--- src/design/lics_pkg.sv ---
package lics_pkg;
    // Host port register addresses
    localparam logic [7:0] LICS_ADDR_INFO = 8'h11;
    localparam logic [7:0] LICS_ADDR_STAT = 8'h16;
    localparam logic [7:0] LICS_ADDR_MASK = 8'h17;
    localparam logic [7:0] LICS_ADDR_CTL2 = 8'h79;
    localparam logic [7:0] LICS_ADDR_CTL4 = 8'h7B;
    localparam logic [7:0] LICS_RST_VAL = 8'h00;
    // Control four fields
    localparam int LICS_MARK_INVERSION_ENABLE_BIT = 7;
    localparam int LICS_MARK_INVERSION_INVERT_BIT = 6;
    localparam int LICS_MPS_LO = 4;
    localparam int LICS_TT_LO = 2;
    // Control two fields
    localparam int LICS_ETS_BIT = 7;
    localparam int LICS_JITTER_CLOCK_MUX_BIT = 3;
    localparam int LICS_SCLD_BIT = 1;
    // Status bit positions
    localparam int LICS_SR_TXCLK = 0;
    localparam int LICS_SR_OPEN = 1;
    localparam int LICS_SR_CLIM = 2;
    localparam int LICS_SR_CARR = 3;
    localparam int LICS_SR_JITTER_FIFO_LIMIT_EVENT = 4;
    localparam int LICS_SR_SIG = 5;
    localparam int LICS_SR_TMR = 6;
    localparam int LICS_SR_INPUT_LEVEL_LOW = 7;
    localparam logic [7:0] LICS_DOUBLE_MASK = 8'h8F;
    // Master clock choices in kHz, index is the prescaler field
    localparam logic [3:0][15:0] LICS_MCLK_T1_KHZ = {16'h3040, 16'h1820, 16'h0C10, 16'h0608};
    localparam logic [3:0][15:0] LICS_MCLK_HI_KHZ = {16'h4000, 16'h2000, 16'h1000, 16'h0800};
    // Timing
    localparam int LICS_CLK_NS = 100;
    localparam int LICS_CHAN_T1_NS = 5181;
    localparam int LICS_CHAN_E1_NS = 3906;
    localparam logic [6:0] LICS_CHAN_T1_CYC = 7'(LICS_CHAN_T1_NS / LICS_CLK_NS);
    localparam logic [6:0] LICS_CHAN_E1_CYC = 7'(LICS_CHAN_E1_NS / LICS_CLK_NS);
    localparam int LICS_INPUT_LEVEL_LOW_MS = 50;
    localparam int LICS_INPUT_LEVEL_LOW_CYC = LICS_INPUT_LEVEL_LOW_MS * (1000000 / LICS_CLK_NS);
    localparam longint LICS_T1_RCLK_HZ = 1544000;
    localparam longint LICS_E1_RCLK_HZ = 2048000;
    localparam longint LICS_T1_SHORT_US = 42000;
    localparam longint LICS_E1_SHORT_US = 62500;
    localparam int LICS_T1_LONG_EDGES = int'(LICS_T1_RCLK_HZ);
    localparam int LICS_E1_LONG_EDGES = int'(LICS_E1_RCLK_HZ);
    localparam int LICS_T1_SHORT_EDGES = int'(LICS_T1_RCLK_HZ * LICS_T1_SHORT_US / 1000000);
    localparam int LICS_E1_SHORT_EDGES = int'(LICS_E1_RCLK_HZ * LICS_E1_SHORT_US / 1000000);
    // Pattern sync figures
    localparam logic [5:0] LICS_SYNC_MATCH_LAST = 6'h1F;
    localparam logic [5:0] LICS_ERR_WIN_LAST = 6'h3F;
    localparam logic [2:0] LICS_ERR_LIMIT_LAST = 3'h5;

    // Line-side levels arriving from analog or other clock domains
    typedef struct packed {
        logic [3:0] rx_level;
        logic tx_open_circuit;
        logic tx_current_limit_hit;
        logic code_word_detected;
        logic rx_carrier_lost;
        logic level_below_thresh;
        logic jitter_fifo_near;
        logic bert_bit_valid;
        logic bert_bit_err;
        logic liu_tx_clock_in;
        logic rx_clock;
        logic rx_tip_data;
    } lics_line_t;
endpackage

--- src/design/lics_sync.sv ---
`timescale 1ns/100ps
module lics_sync #(
    parameter int W = 1
) (
    input wire logic i_ref_clk,
    input wire logic i_rst_n,
    input wire logic [W-1:0] i_d,
    output logic [W-1:0] o_q
);
    logic [W-1:0] meta_reg;

    ////////////////////////////////////////////////////////////////////////
    // Two flops per bit; the first stage feeds only the second
    genvar g;
    generate
        for (g = 0; g < W; g++) begin : g_bit
            always_ff @(posedge i_ref_clk) begin
                if (!i_rst_n) begin
                    meta_reg[g] <= 1'b0;
                    o_q[g] <= 1'b0;
                end else begin
                    meta_reg[g] <= i_d[g];
                    o_q[g] <= meta_reg[g];
                end
            end
        end
    endgenerate
endmodule

--- src/design/lics_pattern_sync.sv ---
`timescale 1ns/100ps
module lics_pattern_sync (
    input wire logic i_ref_clk,
    input wire logic i_rst_n,
    input wire logic i_bit_valid,
    input wire logic i_bit_err,
    output logic o_sync
);
    import lics_pkg::*;
    logic [5:0] match_reg;
    logic [5:0] win_reg;
    logic [2:0] err_reg;

    ////////////////////////////////////////////////////////////////////////
    // Hunt for 32 clean bits, then watch 64-bit windows for six errors
    always_ff @(posedge i_ref_clk) begin
        if (!i_rst_n) begin
            o_sync <= 1'b0;
            match_reg <= 6'h00;
            win_reg <= 6'h00;
            err_reg <= 3'h0;
        end else if (i_bit_valid) begin
            if (!o_sync) begin
                if (i_bit_err) begin
                    match_reg <= 6'h00;
                end else if (match_reg == LICS_SYNC_MATCH_LAST) begin
                    o_sync <= 1'b1;
                    match_reg <= 6'h00;
                    win_reg <= 6'h00;
                    err_reg <= 3'h0;
                end else begin
                    match_reg <= match_reg + 6'h01;
                end
            end else if (i_bit_err && err_reg == LICS_ERR_LIMIT_LAST) begin
                o_sync <= 1'b0;
                win_reg <= 6'h00;
                err_reg <= 3'h0;
            end else if (win_reg == LICS_ERR_WIN_LAST) begin
                win_reg <= 6'h00;
                err_reg <= 3'h0;
            end else begin
                win_reg <= win_reg + 6'h01;
                err_reg <= err_reg + {2'h0, i_bit_err};
            end
        end
    end
endmodule

--- src/design/lics_top.sv ---
`timescale 1ns/100ps
module lics_top #(
    parameter int P_INPUT_LEVEL_LOW_CYC = lics_pkg::LICS_INPUT_LEVEL_LOW_CYC,
    parameter int P_T1_LONG = lics_pkg::LICS_T1_LONG_EDGES,
    parameter int P_T1_SHORT = lics_pkg::LICS_T1_SHORT_EDGES,
    parameter int P_E1_LONG = lics_pkg::LICS_E1_LONG_EDGES,
    parameter int P_E1_SHORT = lics_pkg::LICS_E1_SHORT_EDGES,
    parameter int P_CHANNELS = 32
) (
    input wire logic i_ref_clk,
    input wire logic i_rst_n,
    input wire logic [7:0] i_addr,
    input wire logic i_wr_en,
    input wire logic i_rd_en,
    input wire logic [7:0] i_wdata,
    input wire lics_pkg::lics_line_t i_line,
    input wire logic i_counter_update_select,
    input wire logic [P_CHANNELS-1:0] i_sig_chan_change,
    input wire logic [P_CHANNELS-1:0] i_signaling_change_enable,
    input wire logic i_tx_tip_data,
    output logic [7:0] o_rdata,
    output logic o_irq,
    output logic [3:0] o_tx_term_sel,
    output logic [15:0] o_mclk_khz,
    output logic o_e1_mode,
    output logic o_jitter_atten_clock_pll,
    output logic o_current_limit_en,
    output logic o_cmi_mode,
    output logic o_tx_line_tip,
    output logic o_rx_line_tip
);
    import lics_pkg::*;

    lics_line_t line_s;
    logic [7:0] ctl2_reg;
    logic [7:0] ctl4_reg;
    logic [7:0] mask_reg;
    logic [7:0] stat_reg;
    logic [7:0] stat_next;
    logic [7:0] info_reg;
    logic [7:0] pend_reg;
    logic [7:0] pend_next;
    logic [7:0] cond_prev_reg;
    logic [7:0] cond;
    logic [7:0] ev;
    logic [7:0] clr;
    logic [7:0] rd_mux;
    logic pattern_sync_status;
    logic tx_clock_lost_reg;
    logic [6:0] lost_cnt_reg;
    logic [6:0] lost_limit;
    logic txclk_prev_reg;
    logic rxclk_prev_reg;
    logic jfifo_prev_reg;
    logic input_level_low_reg;
    logic [19:0] input_level_low_cnt_reg;
    logic [20:0] tmr_cnt_reg;
    logic [20:0] tmr_limit;
    logic tmr_tick;
    logic e1;

    ////////////////////////////////////////////////////////////////////////
    // Every line-side level is asynchronous, so all of it is synchronised
    lics_sync #(
        .W($bits(lics_line_t))
    ) u_sync (
        .i_ref_clk(i_ref_clk),
        .i_rst_n(i_rst_n),
        .i_d(i_line),
        .o_q(line_s)
    );

    lics_pattern_sync u_psync (
        .i_ref_clk(i_ref_clk),
        .i_rst_n(i_rst_n),
        .i_bit_valid(line_s.bert_bit_valid),
        .i_bit_err(line_s.bert_bit_err),
        .o_sync(pattern_sync_status)
    );

    assign e1 = ctl2_reg[LICS_ETS_BIT];

    ////////////////////////////////////////////////////////////////////////
    // Writable registers
    always_ff @(posedge i_ref_clk) begin
        if (!i_rst_n) begin
            ctl2_reg <= LICS_RST_VAL;
            ctl4_reg <= LICS_RST_VAL;
            mask_reg <= LICS_RST_VAL;
        end else if (i_wr_en) begin
            case (i_addr)
                LICS_ADDR_CTL2: ctl2_reg <= i_wdata;
                LICS_ADDR_CTL4: ctl4_reg <= i_wdata;
                LICS_ADDR_MASK: mask_reg <= i_wdata;
                default: ;
            endcase
        end
    end

    ////////////////////////////////////////////////////////////////////////
    // Decoded controls, all registered so the outputs come from flops
    always_ff @(posedge i_ref_clk) begin
        if (!i_rst_n) begin
            o_tx_term_sel <= 4'h1;
            o_mclk_khz <= LICS_MCLK_T1_KHZ[0];
            o_e1_mode <= 1'b0;
            o_jitter_atten_clock_pll <= 1'b0;
            o_current_limit_en <= 1'b1;
        end else begin
            o_tx_term_sel <= 4'h1 << ctl4_reg[LICS_TT_LO +: 2];
            // E1 ignores the mux bit; software is expected to hold it low
            if (e1 || ctl2_reg[LICS_JITTER_CLOCK_MUX_BIT]) begin
                o_mclk_khz <= LICS_MCLK_HI_KHZ[ctl4_reg[LICS_MPS_LO +: 2]];
            end else begin
                o_mclk_khz <= LICS_MCLK_T1_KHZ[ctl4_reg[LICS_MPS_LO +: 2]];
            end
            o_e1_mode <= e1;
            o_jitter_atten_clock_pll <= ctl2_reg[LICS_JITTER_CLOCK_MUX_BIT];
            o_current_limit_en <= !ctl2_reg[LICS_SCLD_BIT];
        end
    end

    ////////////////////////////////////////////////////////////////////////
    // Mark-inversion path; the invert bit only matters while coding is on
    always_ff @(posedge i_ref_clk) begin
        if (!i_rst_n) begin
            o_cmi_mode <= 1'b0;
            o_tx_line_tip <= 1'b0;
            o_rx_line_tip <= 1'b0;
        end else begin
            o_cmi_mode <= ctl4_reg[LICS_MARK_INVERSION_ENABLE_BIT];
            if (ctl4_reg[LICS_MARK_INVERSION_ENABLE_BIT]) begin
                o_tx_line_tip <= i_tx_tip_data ^ ctl4_reg[LICS_MARK_INVERSION_INVERT_BIT];
                o_rx_line_tip <= line_s.rx_tip_data ^ ctl4_reg[LICS_MARK_INVERSION_INVERT_BIT];
            end else begin
                o_tx_line_tip <= i_tx_tip_data;
                o_rx_line_tip <= line_s.rx_tip_data;
            end
        end
    end

    ////////////////////////////////////////////////////////////////////////
    // Real-time information register, unlatched
    always_ff @(posedge i_ref_clk) begin
        if (!i_rst_n) begin
            info_reg <= LICS_RST_VAL;
        end else begin
            info_reg <= {pattern_sync_status,
                         line_s.code_word_detected,
                         line_s.tx_current_limit_hit,
                         line_s.tx_open_circuit,
                         line_s.rx_level};
        end
    end

    ////////////////////////////////////////////////////////////////////////
    // Transmit clock watchdog; channel time depends on line standard
    assign lost_limit = e1 ? LICS_CHAN_E1_CYC : LICS_CHAN_T1_CYC;
    always_ff @(posedge i_ref_clk) begin
        if (!i_rst_n) begin
            txclk_prev_reg <= 1'b0;
            lost_cnt_reg <= 7'h00;
            tx_clock_lost_reg <= 1'b0;
        end else begin
            txclk_prev_reg <= line_s.liu_tx_clock_in;
            if (txclk_prev_reg != line_s.liu_tx_clock_in) begin
                lost_cnt_reg <= 7'h00;
                tx_clock_lost_reg <= 1'b0;
            end else if (lost_cnt_reg >= lost_limit) begin
                tx_clock_lost_reg <= 1'b1;
            end else begin
                lost_cnt_reg <= lost_cnt_reg + 7'h01;
            end
        end
    end

    ////////////////////////////////////////////////////////////////////////
    // Level-under-threshold qualifier: filters short dips of the input
    always_ff @(posedge i_ref_clk) begin
        if (!i_rst_n) begin
            input_level_low_cnt_reg <= 20'h00000;
            input_level_low_reg <= 1'b0;
        end else if (!line_s.level_below_thresh) begin
            input_level_low_cnt_reg <= 20'h00000;
            input_level_low_reg <= 1'b0;
        end else if (input_level_low_cnt_reg >= 20'(P_INPUT_LEVEL_LOW_CYC - 1)) begin
            input_level_low_reg <= 1'b1;
        end else begin
            input_level_low_cnt_reg <= input_level_low_cnt_reg + 20'h00001;
        end
    end

    ////////////////////////////////////////////////////////////////////////
    // Update-interval timer counts rising edges of the recovered clock
    always_comb begin
        if (e1) begin
            tmr_limit = i_counter_update_select ? 21'(P_E1_SHORT - 1) : 21'(P_E1_LONG - 1);
        end else begin
            tmr_limit = i_counter_update_select ? 21'(P_T1_SHORT - 1) : 21'(P_T1_LONG - 1);
        end
    end
    assign tmr_tick = line_s.rx_clock && !rxclk_prev_reg && tmr_cnt_reg >= tmr_limit;
    always_ff @(posedge i_ref_clk) begin
        if (!i_rst_n) begin
            rxclk_prev_reg <= 1'b0;
            tmr_cnt_reg <= 21'h000000;
        end else begin
            rxclk_prev_reg <= line_s.rx_clock;
            if (line_s.rx_clock && !rxclk_prev_reg) begin
                tmr_cnt_reg <= tmr_tick ? 21'h000000 : tmr_cnt_reg + 21'h000001;
            end
        end
    end

    ////////////////////////////////////////////////////////////////////////
    // Status sources: conditions are levels; jitter and timer events are one-cycle pulses, the signaling event follows its inputs
    always_comb begin
        cond = 8'h00;
        cond[LICS_SR_TXCLK] = tx_clock_lost_reg;
        cond[LICS_SR_OPEN] = line_s.tx_open_circuit;
        cond[LICS_SR_CLIM] = line_s.tx_current_limit_hit;
        cond[LICS_SR_CARR] = line_s.rx_carrier_lost;
        cond[LICS_SR_INPUT_LEVEL_LOW] = input_level_low_reg;
        ev = 8'h00;
        ev[LICS_SR_JITTER_FIFO_LIMIT_EVENT] = line_s.jitter_fifo_near && !jfifo_prev_reg;
        ev[LICS_SR_SIG] = |(i_sig_chan_change & i_signaling_change_enable);
        ev[LICS_SR_TMR] = tmr_tick;
        clr = (i_rd_en && i_addr == LICS_ADDR_STAT) ? 8'hFF : 8'h00;
        // A set arriving with the read-clear wins, so no event is lost
        stat_next = (cond & LICS_DOUBLE_MASK) | ev | (stat_reg & ~clr);
        pend_next = ((cond ^ cond_prev_reg) & LICS_DOUBLE_MASK) | (pend_reg & ~clr);
    end

    always_ff @(posedge i_ref_clk) begin
        if (!i_rst_n) begin
            stat_reg <= LICS_RST_VAL;
            pend_reg <= LICS_RST_VAL;
            cond_prev_reg <= LICS_RST_VAL;
            jfifo_prev_reg <= 1'b0;
        end else begin
            stat_reg <= stat_next;
            pend_reg <= pend_next;
            cond_prev_reg <= cond;
            jfifo_prev_reg <= line_s.jitter_fifo_near;
        end
    end

    ////////////////////////////////////////////////////////////////////////
    // Interrupt: edge-pending condition bits or set event bits, masked
    always_ff @(posedge i_ref_clk) begin
        if (!i_rst_n) begin
            o_irq <= 1'b0;
        end else begin
            o_irq <= |(((pend_reg & LICS_DOUBLE_MASK) | (stat_reg & ~LICS_DOUBLE_MASK))
                       & mask_reg);
        end
    end

    ////////////////////////////////////////////////////////////////////////
    // Read port; data is captured on the read strobe and held
    always_comb begin
        case (i_addr)
            LICS_ADDR_INFO: rd_mux = info_reg;
            LICS_ADDR_STAT: rd_mux = stat_reg;
            LICS_ADDR_MASK: rd_mux = mask_reg;
            LICS_ADDR_CTL2: rd_mux = ctl2_reg;
            LICS_ADDR_CTL4: rd_mux = ctl4_reg;
            default: rd_mux = 8'h00;
        endcase
    end
    always_ff @(posedge i_ref_clk) begin
        if (!i_rst_n) begin
            o_rdata <= 8'h00;
        end else if (i_rd_en) begin
            o_rdata <= rd_mux;
        end
    end
endmodule

--- config.mk ---
export PLATFORM = sky130hd
export DESIGN_NAME = lics_top
export DESIGN_NICKNAME = d
export VERILOG_FILES = /design/src/design/lics_pkg.sv /design/src/design/lics_sync.sv /design/src/design/lics_pattern_sync.sv /design/src/design/lics_top.sv
export SDC_FILE = /design/constraint.sdc
export NUM_CORES = 1
export LEC_CHECK = 0
export BUFFER_PORTS_ARGS = -buffer_cell sky130_fd_sc_hd__buf_2
export CAP_MARGIN = 20
export CORE_MARGIN = 8
export CORE_UTILIZATION = 35
export DETAILED_ROUTE_END_ITERATION = 8
export PLACE_DENSITY = 0.57
export SYNTH_ARGS = -nofsm -noshare
export SYNTH_HDL_FRONTEND = slang
export SYNTH_SLANG_ARGS = --single-unit
export TNS_END_PERCENT = 20
--- constraint.sdc ---
create_clock -name i_ref_clk -period 2.95 [get_ports i_ref_clk]
set_clock_uncertainty 0.2 [all_clocks]
set_input_delay 0.4425 -clock i_ref_clk [delete_from_list [all_inputs] [get_ports i_ref_clk]]
set_output_delay 0.4425 -clock i_ref_clk [all_outputs]
set_load 0.05 [all_outputs]
# Yosys cells after proc, flatten, opt, wreduce, memory -nomap -nowiden
# Index checks and enable logic that the tools add are counted.
# W data, S select, Z words.
# op_classes
addsub	6
n_mul	0
div_mod_pow	0
order_cmp	4
n_eq_ne	10
n_shift	1
mux	30
bitwise	14
n_reduce_logical	19
# ops
cell	n
$mux W21	4
$bmux W16 S2	2
$mux W16	3
$mux W6	7
$pmux W8 S5	1
$and A32 B32 Y32	1
$reduce_or A32 Y1	1
$and A8 B8 Y8	3
$eq A8 B5 Y1 const B	3
$add A21 B1 Y21 const B	1
$ge A21 B21 Y1	1
$add A20 B1 Y20 const B	1
$ge A20 B19 Y1 const B	1
$eq A8 B7 Y1 const B	2
$or A8 B7 Y8	2
$or A8 B8 Y8	2
$mux W3	5
$add A6 B1 Y6 const B	2
$reduce_and A2 Y1	5
$mux W8	1
$not A8 Y8	1
$reduce_or A8 Y1	1
$xor A8 B8 Y8	1
$add A7 B1 Y7 const B	1
19 further kinds	32
# word_totals
reg_bits	190
latch_bits	0
ramBits	0
romBits	0
input_bits	101
out_inout_bits	35
wordCells	144
mem_count	0

# Depth between registers and ports, before layout
# Gate-level depths: netlist (run 1).
# logic_depth
depth_word	6
ltp_mapped	12
depth_no_buf	10

# Cells and area by module
# Synthesis (run 1) repeated with hierarchy kept, for this count alone.
# hier_totals
cells_unflattened	819
hier_area_um2	7623.6
# by_module_without_submodules
mod	instances	cells_per_inst	area_per_inst_um2	seq_area_each_um2
lics_top	1	658	5983.2	2582.5
lics_pattern_sync	1	98	828.3	320.3
lics_sync	1	63	812.0	600.6

# Worst setup path after synthesis (run 1)
# Ideal clock, no wire load.
# synth_timing
path_kind	flip-flop to flip-flop
from	register ctl2_reg[7]
to	register tmr_cnt_reg[10]
setup_ns	0.064
t_arrival_ns	2.143
required_ns	2.686
slack_ns	0.543
stages_incl_launch_ff	13
n_path_buf	2
synth_period_minus_slack_ns	2.407
path_cell_list	dfxtp_1 > buf_2 > inv_1 > nor2_1 > ha_1 > a21oi_1 > a21oi_1 > o21ai_0 > a31oi_1 > a21oi_2 > o21ai_4 > buf_6 > nor2_1
# synth_via
elab_chain_len	4
# synth_rtl
element	line	source
start, declared	lics_top.sv:35	logic [7:0] ctl2_reg;
start signal, assigned	lics_top.sv:92	LICS_ADDR_CTL2: ctl2_reg <= i_wdata;
$mux W21	lics_top.sv:196	if (e1) begin
$ge A21 B21 Y1	lics_top.sv:202	assign tmr_tick = line_s.rx_clock && !rxclk_prev_reg && tmr_cnt_reg >= tmr_limit;
$logic_and A1 B1 Y1	lics_top.sv:202	
$mux W21	lics_top.sv:210	tmr_cnt_reg <= tmr_tick ? 21'h000000 : tmr_cnt_reg + 21'h000001;
end signal, assigned	lics_top.sv:210	
end, declared	lics_top.sv:57	logic [20:0] tmr_cnt_reg;
# Every way passes these cells.
# A chain may end at the register's enable or synchronous reset.

# Worst setup path in the final report (run 1)
# layout_timing
from	register ctl2_reg[7]
to	register tmr_cnt_reg[11]
# Same word-level chain as after synthesis.

==> impl_metrics.toml, run 1 <==
[status]
outcome = "completed"

[place]
dpl.hpwl_microns = 12580
port_buffers = 129
place.gp.congestion = 0.8207

[pwr]
peakVddDrop_v = 0.0004126
total_power_mw = 5.180
p_leak_nw = 3.658
power_density_nw_per_um2 = 583.8

[route]
drt-initial-drc-count = 213
ant_nets = 0
routed_via_density = 4.731
routed_wl_microns = 16780
wl_per_cell_microns = 13.87
drc = 0
vias = 5724
first_pass_iters = 5

[timing]
hold_viol = 0
tns_ns = 0
finalSetupViolCount = 0
relSlewSlack_pct = 61.83
rsz0062_at_grt = "false"
fin_crit_sh_pct = 87.23
holdWs_ns = 0.02541
drv_slew = 0
post-route-min-period_ns = 2.573
worst_pin_slew_ns = 0.5687
max_freq_mhz = 388.6

[cts]
cts_setup_buffers = 0
clk_latency_ns = 0.41
cts_buffers = 17
cts_buffer_depth = 2
postCtsResizedCells = 0
clock_sinks = 175
clkTransAtPathRegs_ns = 0.07
clock-root-buffer = "clkbuf_16"
cts_tree = "built"
cts_max_level = 4
hold_buffers = 0

[grt]
antenna_found_initial = 0
grt_pass1_vias = 5574
grt_max_degree = 46
grtUsageTotal_pct = 13.25
grt_pass1_wl_microns = 28480
grt-ovfl-total = 0

[synthesis]
ys_ff_latch = 175
synth_top_area_share_pct = 47.86
synth_cell_type_count = 69
syn_area_sq_um = 7321
synth_area_leaders = "dfxtp_1, ha_1, nor2_1, nand2_1, and2_1"
synth-async-reset-ratio_pct = 0
avgSynthCellArea_sq_um = 9.209
netlist_instances = 795
synth-main-ff-cell = "dfxtp_1"
yosys.area.top_type = "dfxtp_1"
synth_edf_count = 0
synth-seq-area-share_pct = 47.86
ys_warn_count = 0

[critical_path]
worstReg2RegStart = "ctl2_reg[7]$_SDFFE_PN0P_"
criticalPathCategory = "reg2reg"
endpoint_kind = "flip-flop"
start_kind = "flip-flop"
arrival_ns = 2.66
r2r_end = "tmr_cnt_reg[11]$_SDFFE_PN0P_"
cp_max_fo = 16
rr_worst_depth = 10
required_ns = 3.04
r2r_slack_ns = 0.38

[die]
die-width_microns = 160.6
initial_core_util_pct = 35.27
coreArea_sq_um = 20760
die_area_sq_um = 25800
num_rows = 53
io_pins = 136
die_h_microns = 160.6

[finish]
area_delta_synth_final_pct = 21.19
final_nets = 1049
diodes = 0
postLayoutCoreUtil_pct = 42.75
largest_reg_flops = 21
drive_above_1_share_pct = 20.21

[min_path]
holdPathEnd = "u_sync.meta_reg[0]$_SDFF_PN0_"
min_from = "i_line[0]"
hold_path_class = "in2reg"
hold-path-cell-count = 2

[flow_run]
drv_cap = 0
-- synthesized netlist by cell type, drive strengths merged, types with 6 or more instances --
library cell and number:
or3 6, a22oi 12, xor2 27, dfxtp 175, nand3 31, nor3 10, buf 17, clkbuf 17
mux2i 18, and2 48, a21o 11, nand4 17, a221oi 13, o21ai 34, nand2 80, inv 16
a21oi 53, xnor2 21, ha 26, nor2 83, and3 16
-- layout by cell type, fill, tap and decap left out, types with 3 or more instances in the layout --
cell type,n
a21o_1,11
a21oi_1,51
a221oi_1,13
a22o_1,5
a22oi_1,12
a31oi_1,4
and2_1,47
and3_1,16
and4_1,4
buf_2,129
buf_4,8
bufinv_16,4
clkbuf_16,17
conb_1,6
dfxtp_1,175
ha_1,26
inv_1,16
inv_6,3
inv_8,3
mux2i_1,18
nand2_1,80
nand2b_1,3
nand3_1,30
nand4_1,16
nand4b_1,3
nor2_1,82
nor2b_1,5
nor3_1,9
o21ai_0,31
or3_1,5
xnor2_1,21
xor2_1,27
-- kinds of logic (layout without fill, tap and decap cells) --
group | count (synthesis) | count (layout) | share of synthesized area, %
AO/OA/AOI/OAI | 154 | 154 | 13.66
XOR/XNOR | 48 | 48 | 5.743
buffers and inverters | 50 | 185 | 3.110
AND/OR/NAND/NOR | 322 | 322 | 22.54
adder cells (fa/ha/maj) | 27 | 27 | 4.580
other | 1 | 6 | 0.05122
multiplexers | 18 | 18 | 2.461
flip-flops | 175 | 175 | 47.86
-- per-layer routing --
metal / vias up / wire [microns] / share of wire [%] / GRT usage, %
met5: - / 0 / 0 / 0
met4: 0 / 278 / 1.7 / 4.460
met3: 18 / 675 / 4.0 / 3.148
met2: 95 / 7577 / 45 / 21.10
met1: 2598 / 8251 / 49 / 17.30
li1: 3013 / - / - / -
-- how the worst max path moves through the flow --
stage                              from  slack, ns  cells past startpoint                            to
2_1_floorplan  ctl2_reg[7]$_SDFFE_PN0P_       0.54                     12  tmr_cnt_reg[10]$_SDFFE_PN0P_
3_3_place_gp    i_counter_update_select       0.20                     11  tmr_cnt_reg[11]$_SDFFE_PN0P_
3_5_place_dp    i_counter_update_select       0.16                     11  tmr_cnt_reg[11]$_SDFFE_PN0P_
4_1_cts        ctl2_reg[7]$_SDFFE_PN0P_       0.36                     10  tmr_cnt_reg[11]$_SDFFE_PN0P_
5_1_grt        ctl2_reg[7]$_SDFFE_PN0P_       0.09                     10  tmr_cnt_reg[13]$_SDFFE_PN0P_
6_report       ctl2_reg[7]$_SDFFE_PN0P_       0.38                     10  tmr_cnt_reg[11]$_SDFFE_PN0P_
-- power breakdown --
part	switching [mW]	total [mW]	internal, mW
Sequential	0.0347	2.44	2.41
Clock	0.964	2.45	1.49
Combinational	0.163	0.281	0.117
-- critical path, cell delays in order (launching register included) --
cell and delay (ns):
dfxtp_1 0.31, buf_4 0.17, nor2_1 0.26, ha_1 0.19
nand4_1 0.11, nor3_1 0.16, a22oi_1 0.09, a31oi_1 0.28
a21oi_2 0.15, o21ai_4 0.39, nor3_1 0.11
-- area by class of cell --
type                       count  area, sq um
clock buffer                  20        456.7
clock inverter                12        193.9
fill                        2100        11880
inverter                      16        60.06
multi-input combinational    575         3608
sequential                   175         3503
tap                          275        344.1
timing repair buffer         137        705.7
-- metrics by stage --
step	area, sq um	cells	worst slack (ns)
final	8872	1210	0.3768
after global routing	8872	1210	0.09258
after CTS	8872	1210	0.3622
after detailed placement	8222	1178	0.1579
after global placement	8222	1178	0.1971
after floorplan	7340	800	0.5429
Note: power is estimated with default switching activity, not from simulation.
==> run 2, diff against run 1 <==
Settings changed: RECOVER_POWER set to 25.
==> run 2 against run 1 <==
  * The flow now finishes with violations (max-capacitance violations, max-slew violations)
  * Combinational power barely moved
  * Clock power barely moved
  * Largest power group unchanged
  * Total power barely moved
  * Cell count did not move
  * Utilization barely moved
  * Largest cell class unchanged
  * Worst setup slack got worse by 0.039 ns
==> impl_metrics.toml, run 2 (synthesis results as in run 1) <==
[status]
outcome = "complete, but fails checks"
violations = "max-capacitance violations, max-slew violations"

[place]
port_buffers = 129
place_ws_ns = 0.1579
dpl.hpwl_microns = 12580
placed_area_sq_um = 8222
place.gp.congestion = 0.8207
dpl.cell_count = 1178

[pwr]
p_leak_nw = 3.643
total_power_mw = 5.178
power_density_nw_per_um2 = 584.1
peakVddDrop_v = 0.0004120

[min_path]
hold_path_class = "in2reg"
holdPathEnd = "u_sync.meta_reg[0]$_SDFF_PN0_"
min_from = "i_line[0]"
hold-path-cell-count = 2

[route]
first_pass_iters = 4
ant_nets = 0
met2_length_microns = 7592
wl_met3_microns = 727
wl_met1_microns = 8229
drc = 0
highest_layer = "met4"
wl_per_cell_microns = 13.91
vias = 5724
drt-initial-drc-count = 218
routed_via_density = 4.731
routed_wl_microns = 16830

[timing]
relSlewSlack_pct = -4.426
finalSetupViolCount = 0
fin_ws_ns = 0.3379
rsz0062_at_grt = "false"
post-route-min-period_ns = 2.612
max_freq_mhz = 382.8
holdWs_ns = 0.02547
hold_viol = 0
tns_ns = 0
drv_slew = 38
worst_pin_slew_ns = 1.566
fin_crit_sh_pct = 88.55

[critical_path]
rr_worst_depth = 10
cp_slowest_cell = "dfxtp_1"
critical_path.cell_chain = "buf_4, nor2_1, ha_1, nand4_1, o21ai_0, a32oi_1, a31oi_1, a21oi_2, o21ai_4, nor3_1"
endpoint_kind = "flip-flop"
required_ns = 3.08
r2r_end = "tmr_cnt_reg[14]$_SDFFE_PN0P_"
r2r_slack_ns = 0.34
criticalPathCategory = "reg2reg"
start_kind = "flip-flop"
arrival_ns = 2.74
cp_max_fo = 16
worstReg2RegStart = "ctl2_reg[7]$_SDFFE_PN0P_"
max_stage_delay_ns = 0.31

[die]
die_area_sq_um = 25800
die-width_microns = 160.6
io_pins = 136
num_rows = 53
coreArea_sq_um = 20760
die_h_microns = 160.6
initial_core_util_pct = 35.27

[finish]
postLayoutCoreUtil_pct = 42.71
final_common_cell = "dfxtp_1"
fin_cells = 1210
area_delta_synth_final_pct = 21.09
multi_input_area_sq_um = 3608
final_nets = 1049
diodes = 0
final_area_sq_um = 8865
largest_reg_flops = 21
final_cell_mix = "dfxtp_1, buf_2, nor2_1, nand2_1, a21oi_1"
regArea_sq_um = 3503
drive_above_1_share_pct = 20.00
fill_cells = 2099

[cts]
clock-root-buffer = "clkbuf_16"
clkTransAtPathRegs_ns = 0.07
clock_sinks = 175
cts_max_level = 4
hold_buffers = 0
postCtsResizedCells = 0
cts_setup_buffers = 0
clk_latency_ns = 0.41
cts_buffers = 17
cts_buffer_depth = 2
cts_tree = "built"

[flow_run]
drv_cap = 1

[grt]
grt_pass1_wl_microns = 28480
grt-ovfl-total = 0
grt_pass1_vias = 5574
grt_max_degree = 46
grtUsageTotal_pct = 13.25
antenna_found_initial = 0
[run 2: cell types whose count changed in the layout (fill, tap and decap cells not counted), sizes merged]
cell / change
buf: -3
clkbuf: +3
[run 2: report_power, final]
part           switching (mW)  internal (mW)
combinational           0.163          0.116
clock                   0.963           1.49
sequential             0.0345           2.41
[run 2: critical path, delay by kind of cell (launching register included)]
kind / cells / cell delay [ns]
adder cells (fa/ha/maj): 1 / 0.31
flip-flops: 1 / 0.31
buffers and inverters: 1 / 0.17
AO/OA/AOI/OAI: 5 / 0.86
AND/OR/NAND/NOR: 3 / 0.66
[run 2: worst max-delay path by stage]
stage	endpoint	slack, ns	start
global placement	tmr_cnt_reg[11]$_SDFFE_PN0P_	0.20	i_counter_update_select
finish	tmr_cnt_reg[14]$_SDFFE_PN0P_	0.34	ctl2_reg[7]$_SDFFE_PN0P_
CTS	tmr_cnt_reg[11]$_SDFFE_PN0P_	0.36	ctl2_reg[7]$_SDFFE_PN0P_
global route	tmr_cnt_reg[14]$_SDFFE_PN0P_	0.07	ctl2_reg[7]$_SDFFE_PN0P_
detailed placement	tmr_cnt_reg[11]$_SDFFE_PN0P_	0.16	i_counter_update_select
floorplan	tmr_cnt_reg[10]$_SDFFE_PN0P_	0.54	ctl2_reg[7]$_SDFFE_PN0P_
[run 2: layout make-up]
class | instances | area share, %
Multi-Input combinational cell | 575 | 40.71
Sequential cell | 175 | 39.52
Timing Repair Buffer | 137 | 7.876
Clock buffer | 20 | 5.152
Tap cell | 275 | 3.881
Clock inverter | 12 | 2.188
Inverter | 16 | 0.6775
[run 2: per-layer routing]
layer  vias to the layer above  global-route usage (%)
met2                        99                   21.10
li1                       3014                       -
met4                         0                   4.460
met3                        18                   3.148
met5                         -                       0
met1                      2593                   17.30
==> run 3, diff against run 2 <==
Settings changed: REMOVE_ABC_BUFFERS set to 1.
==> run 3 against run 2 <==
  * The flow now finishes without violations
  * Critical endpoint unchanged
  * Wire length is 4.2% higher
  * Non-clock buffer count increased by 11
  * Die area stayed put
  * Via count up 2.1%
  * Critical path depth is 1 higher
==> impl_metrics.toml, run 3 (synthesis results as in run 1) <==
[pwr]
power_density_nw_per_um2 = 550.6
p_leak_nw = 3.633
peakVddDrop_v = 0.0003643

[finish]
largest_reg_flops = 21
final_cell_mix = "dfxtp_1, buf_2, nor2_1, nand2_1, a21oi_1"
final_common_cell = "dfxtp_1"
diodes = 0
area_delta_synth_final_pct = 21.31
final_nets = 1060
final_area_sq_um = 8881
drive_above_1_share_pct = 20.19
postLayoutCoreUtil_pct = 42.79

[grt]
antenna_found_initial = 0
grtUsageTotal_pct = 13.70
grt-ovfl-total = 0
grt_max_degree = 46
grt_pass1_wl_microns = 28920
grt_pass1_vias = 5651

[critical_path]
cp_slowest_cell = "dfxtp_1"
endpoint_kind = "flip-flop"
path_buf_inv = 2
required_ns = 3.10
critPathTopFamily = "compound AO/OA/AOI/OAI gates"
worstReg2RegStart = "ctl2_reg[7]$_SDFFE_PN0P_"
cpMostUsedCell = "a21oi_1"
startpoint = "ctl2_reg[7]$_SDFFE_PN0P_"
r2r_slack_ns = 0.26
critical_path.cell_chain = "inv_1, nor2_1, ha_1, a21oi_1, a21oi_1, o21ai_0, a31oi_1, a21oi_2, buf_4, o21ai_4, nor3_1"
r2r_end = "tmr_cnt_reg[14]$_SDFFE_PN0P_"
arrival_ns = 2.84
cp_max_fo = 16
criticalPathCategory = "reg2reg"
rr_worst_depth = 11
start_kind = "flip-flop"
max_stage_delay_ns = 0.44

[timing]
finalSetupViolCount = 0
relSlewSlack_pct = 18.91
max_freq_mhz = 372.4
tns_ns = 0
fin_crit_sh_pct = 91.03
hold_viol = 0
post-route-min-period_ns = 2.685
fin_ws_ns = 0.2646
rsz0062_at_grt = "false"
drv_slew = 0
worst_pin_slew_ns = 1.216

[min_path]
holdPathEnd = "u_sync.meta_reg[12]$_SDFF_PN0_"
hold_path_class = "in2reg"
hold-path-cell-count = 2
min_from = "i_line[12]"

[die]
die_h_microns = 160.6
die-width_microns = 160.6
io_pins = 136
num_rows = 53
coreArea_sq_um = 20760
die_area_sq_um = 25800
initial_core_util_pct = 35.27

[place]
placed_area_sq_um = 8237
port_buffers = 129
place.gp.congestion = 0.7890
dpl.hpwl_microns = 12730
place_ws_ns = 0.09690

[cts]
clkTransAtPathRegs_ns = 0.07
cts_tree = "built"
postCtsResizedCells = 0
cts_buffers = 17
clock_sinks = 175
cts_max_level = 4
clock-root-buffer = "clkbuf_16"
cts_buffer_depth = 2
clk_latency_ns = 0.43

[route]
ant_nets = 0
drc = 0
wl_per_cell_microns = 14.37
vias = 5844
drt-initial-drc-count = 248
first_pass_iters = 4
routed_via_density = 4.786
routed_wl_microns = 17540

[status]
outcome = "completed"

[flow_run]
drv_cap = 0
## run 3: changes by cell type in the layout (fill, tap and decap cells not counted)
cell,before,now
inv_6,3,9
buf_4,6,10
and2_1,38,28
clkbuf_2,1,0
clkinv_2,1,0
and2_0,9,19
clkbuf_8,2,0
dlygate4sd3_1,0,8
clkinvlp_4,0,2
clkbuf_1,3,2
bufinv_16,4,0
## run 3: power by group
group | switching (mW) | leakage (nW) | internal (mW)
Clock | 1.04 | 0.273 | 1.12
Sequential | 0.0324 | 1.42 | 2.41
Combinational | 0.167 | 1.94 | 0.123
Total | 1.24 | 3.63 | 3.65
## run 3: metrics by stage
step	std cells	hold slack, ns	power [mW]
global route	1221	0.003788	5.112
CTS	1220	0.002927	4.965
floorplan	766	0.1713	2.636
detailed placement	1180	0.1979	2.782
global placement	1180	0.1986	2.778
finish	1221	0.01883	4.890
## run 3: cell type report
| class | instances | area (sq um) |
|---|---|---|
| clock buffers | 17 | 425.4 |
| clock inverters | 15 | 136.4 |
| flip-flops and latches | 175 | 3503 |
| well taps | 275 | 344.1 |
| repair buffers | 148 | 803.3 |
| fillers | 2043 | 11880 |
| inverters | 16 | 60.06 |
| multi-input cells | 575 | 3608 |
## run 3: worst max-delay path by stage
stage                                    to  slack [ns]  cells after the start
2_1_floorplan  tmr_cnt_reg[11]$_SDFFE_PN0P_        0.54                     10
3_3_place_gp   tmr_cnt_reg[11]$_SDFFE_PN0P_        0.17                     11
3_5_place_dp   tmr_cnt_reg[14]$_SDFFE_PN0P_         0.1                     11
4_1_cts        tmr_cnt_reg[14]$_SDFFE_PN0P_        0.20                     10
5_1_grt        tmr_cnt_reg[16]$_SDFFE_PN0P_        0.03                     11
6_report       tmr_cnt_reg[14]$_SDFFE_PN0P_        0.26                     11
## run 3: per-layer routing
metal	global-route usage (%)	vias to the layer above	wire, microns
li1	-	3041	-
met1	17.03	2699	8204
met2	22.46	92	8243
met3	4.351	12	908
met4	3.696	0	184
met5	0	-	0
## run 3: what timing repair did
action / 4_1_cts / 5_1_grt
setup endpoints to repair: 0 / 1
hold endpoints to repair: 8 / 0
hold buffers: 8 / 0
setup buffers: 0 / 1
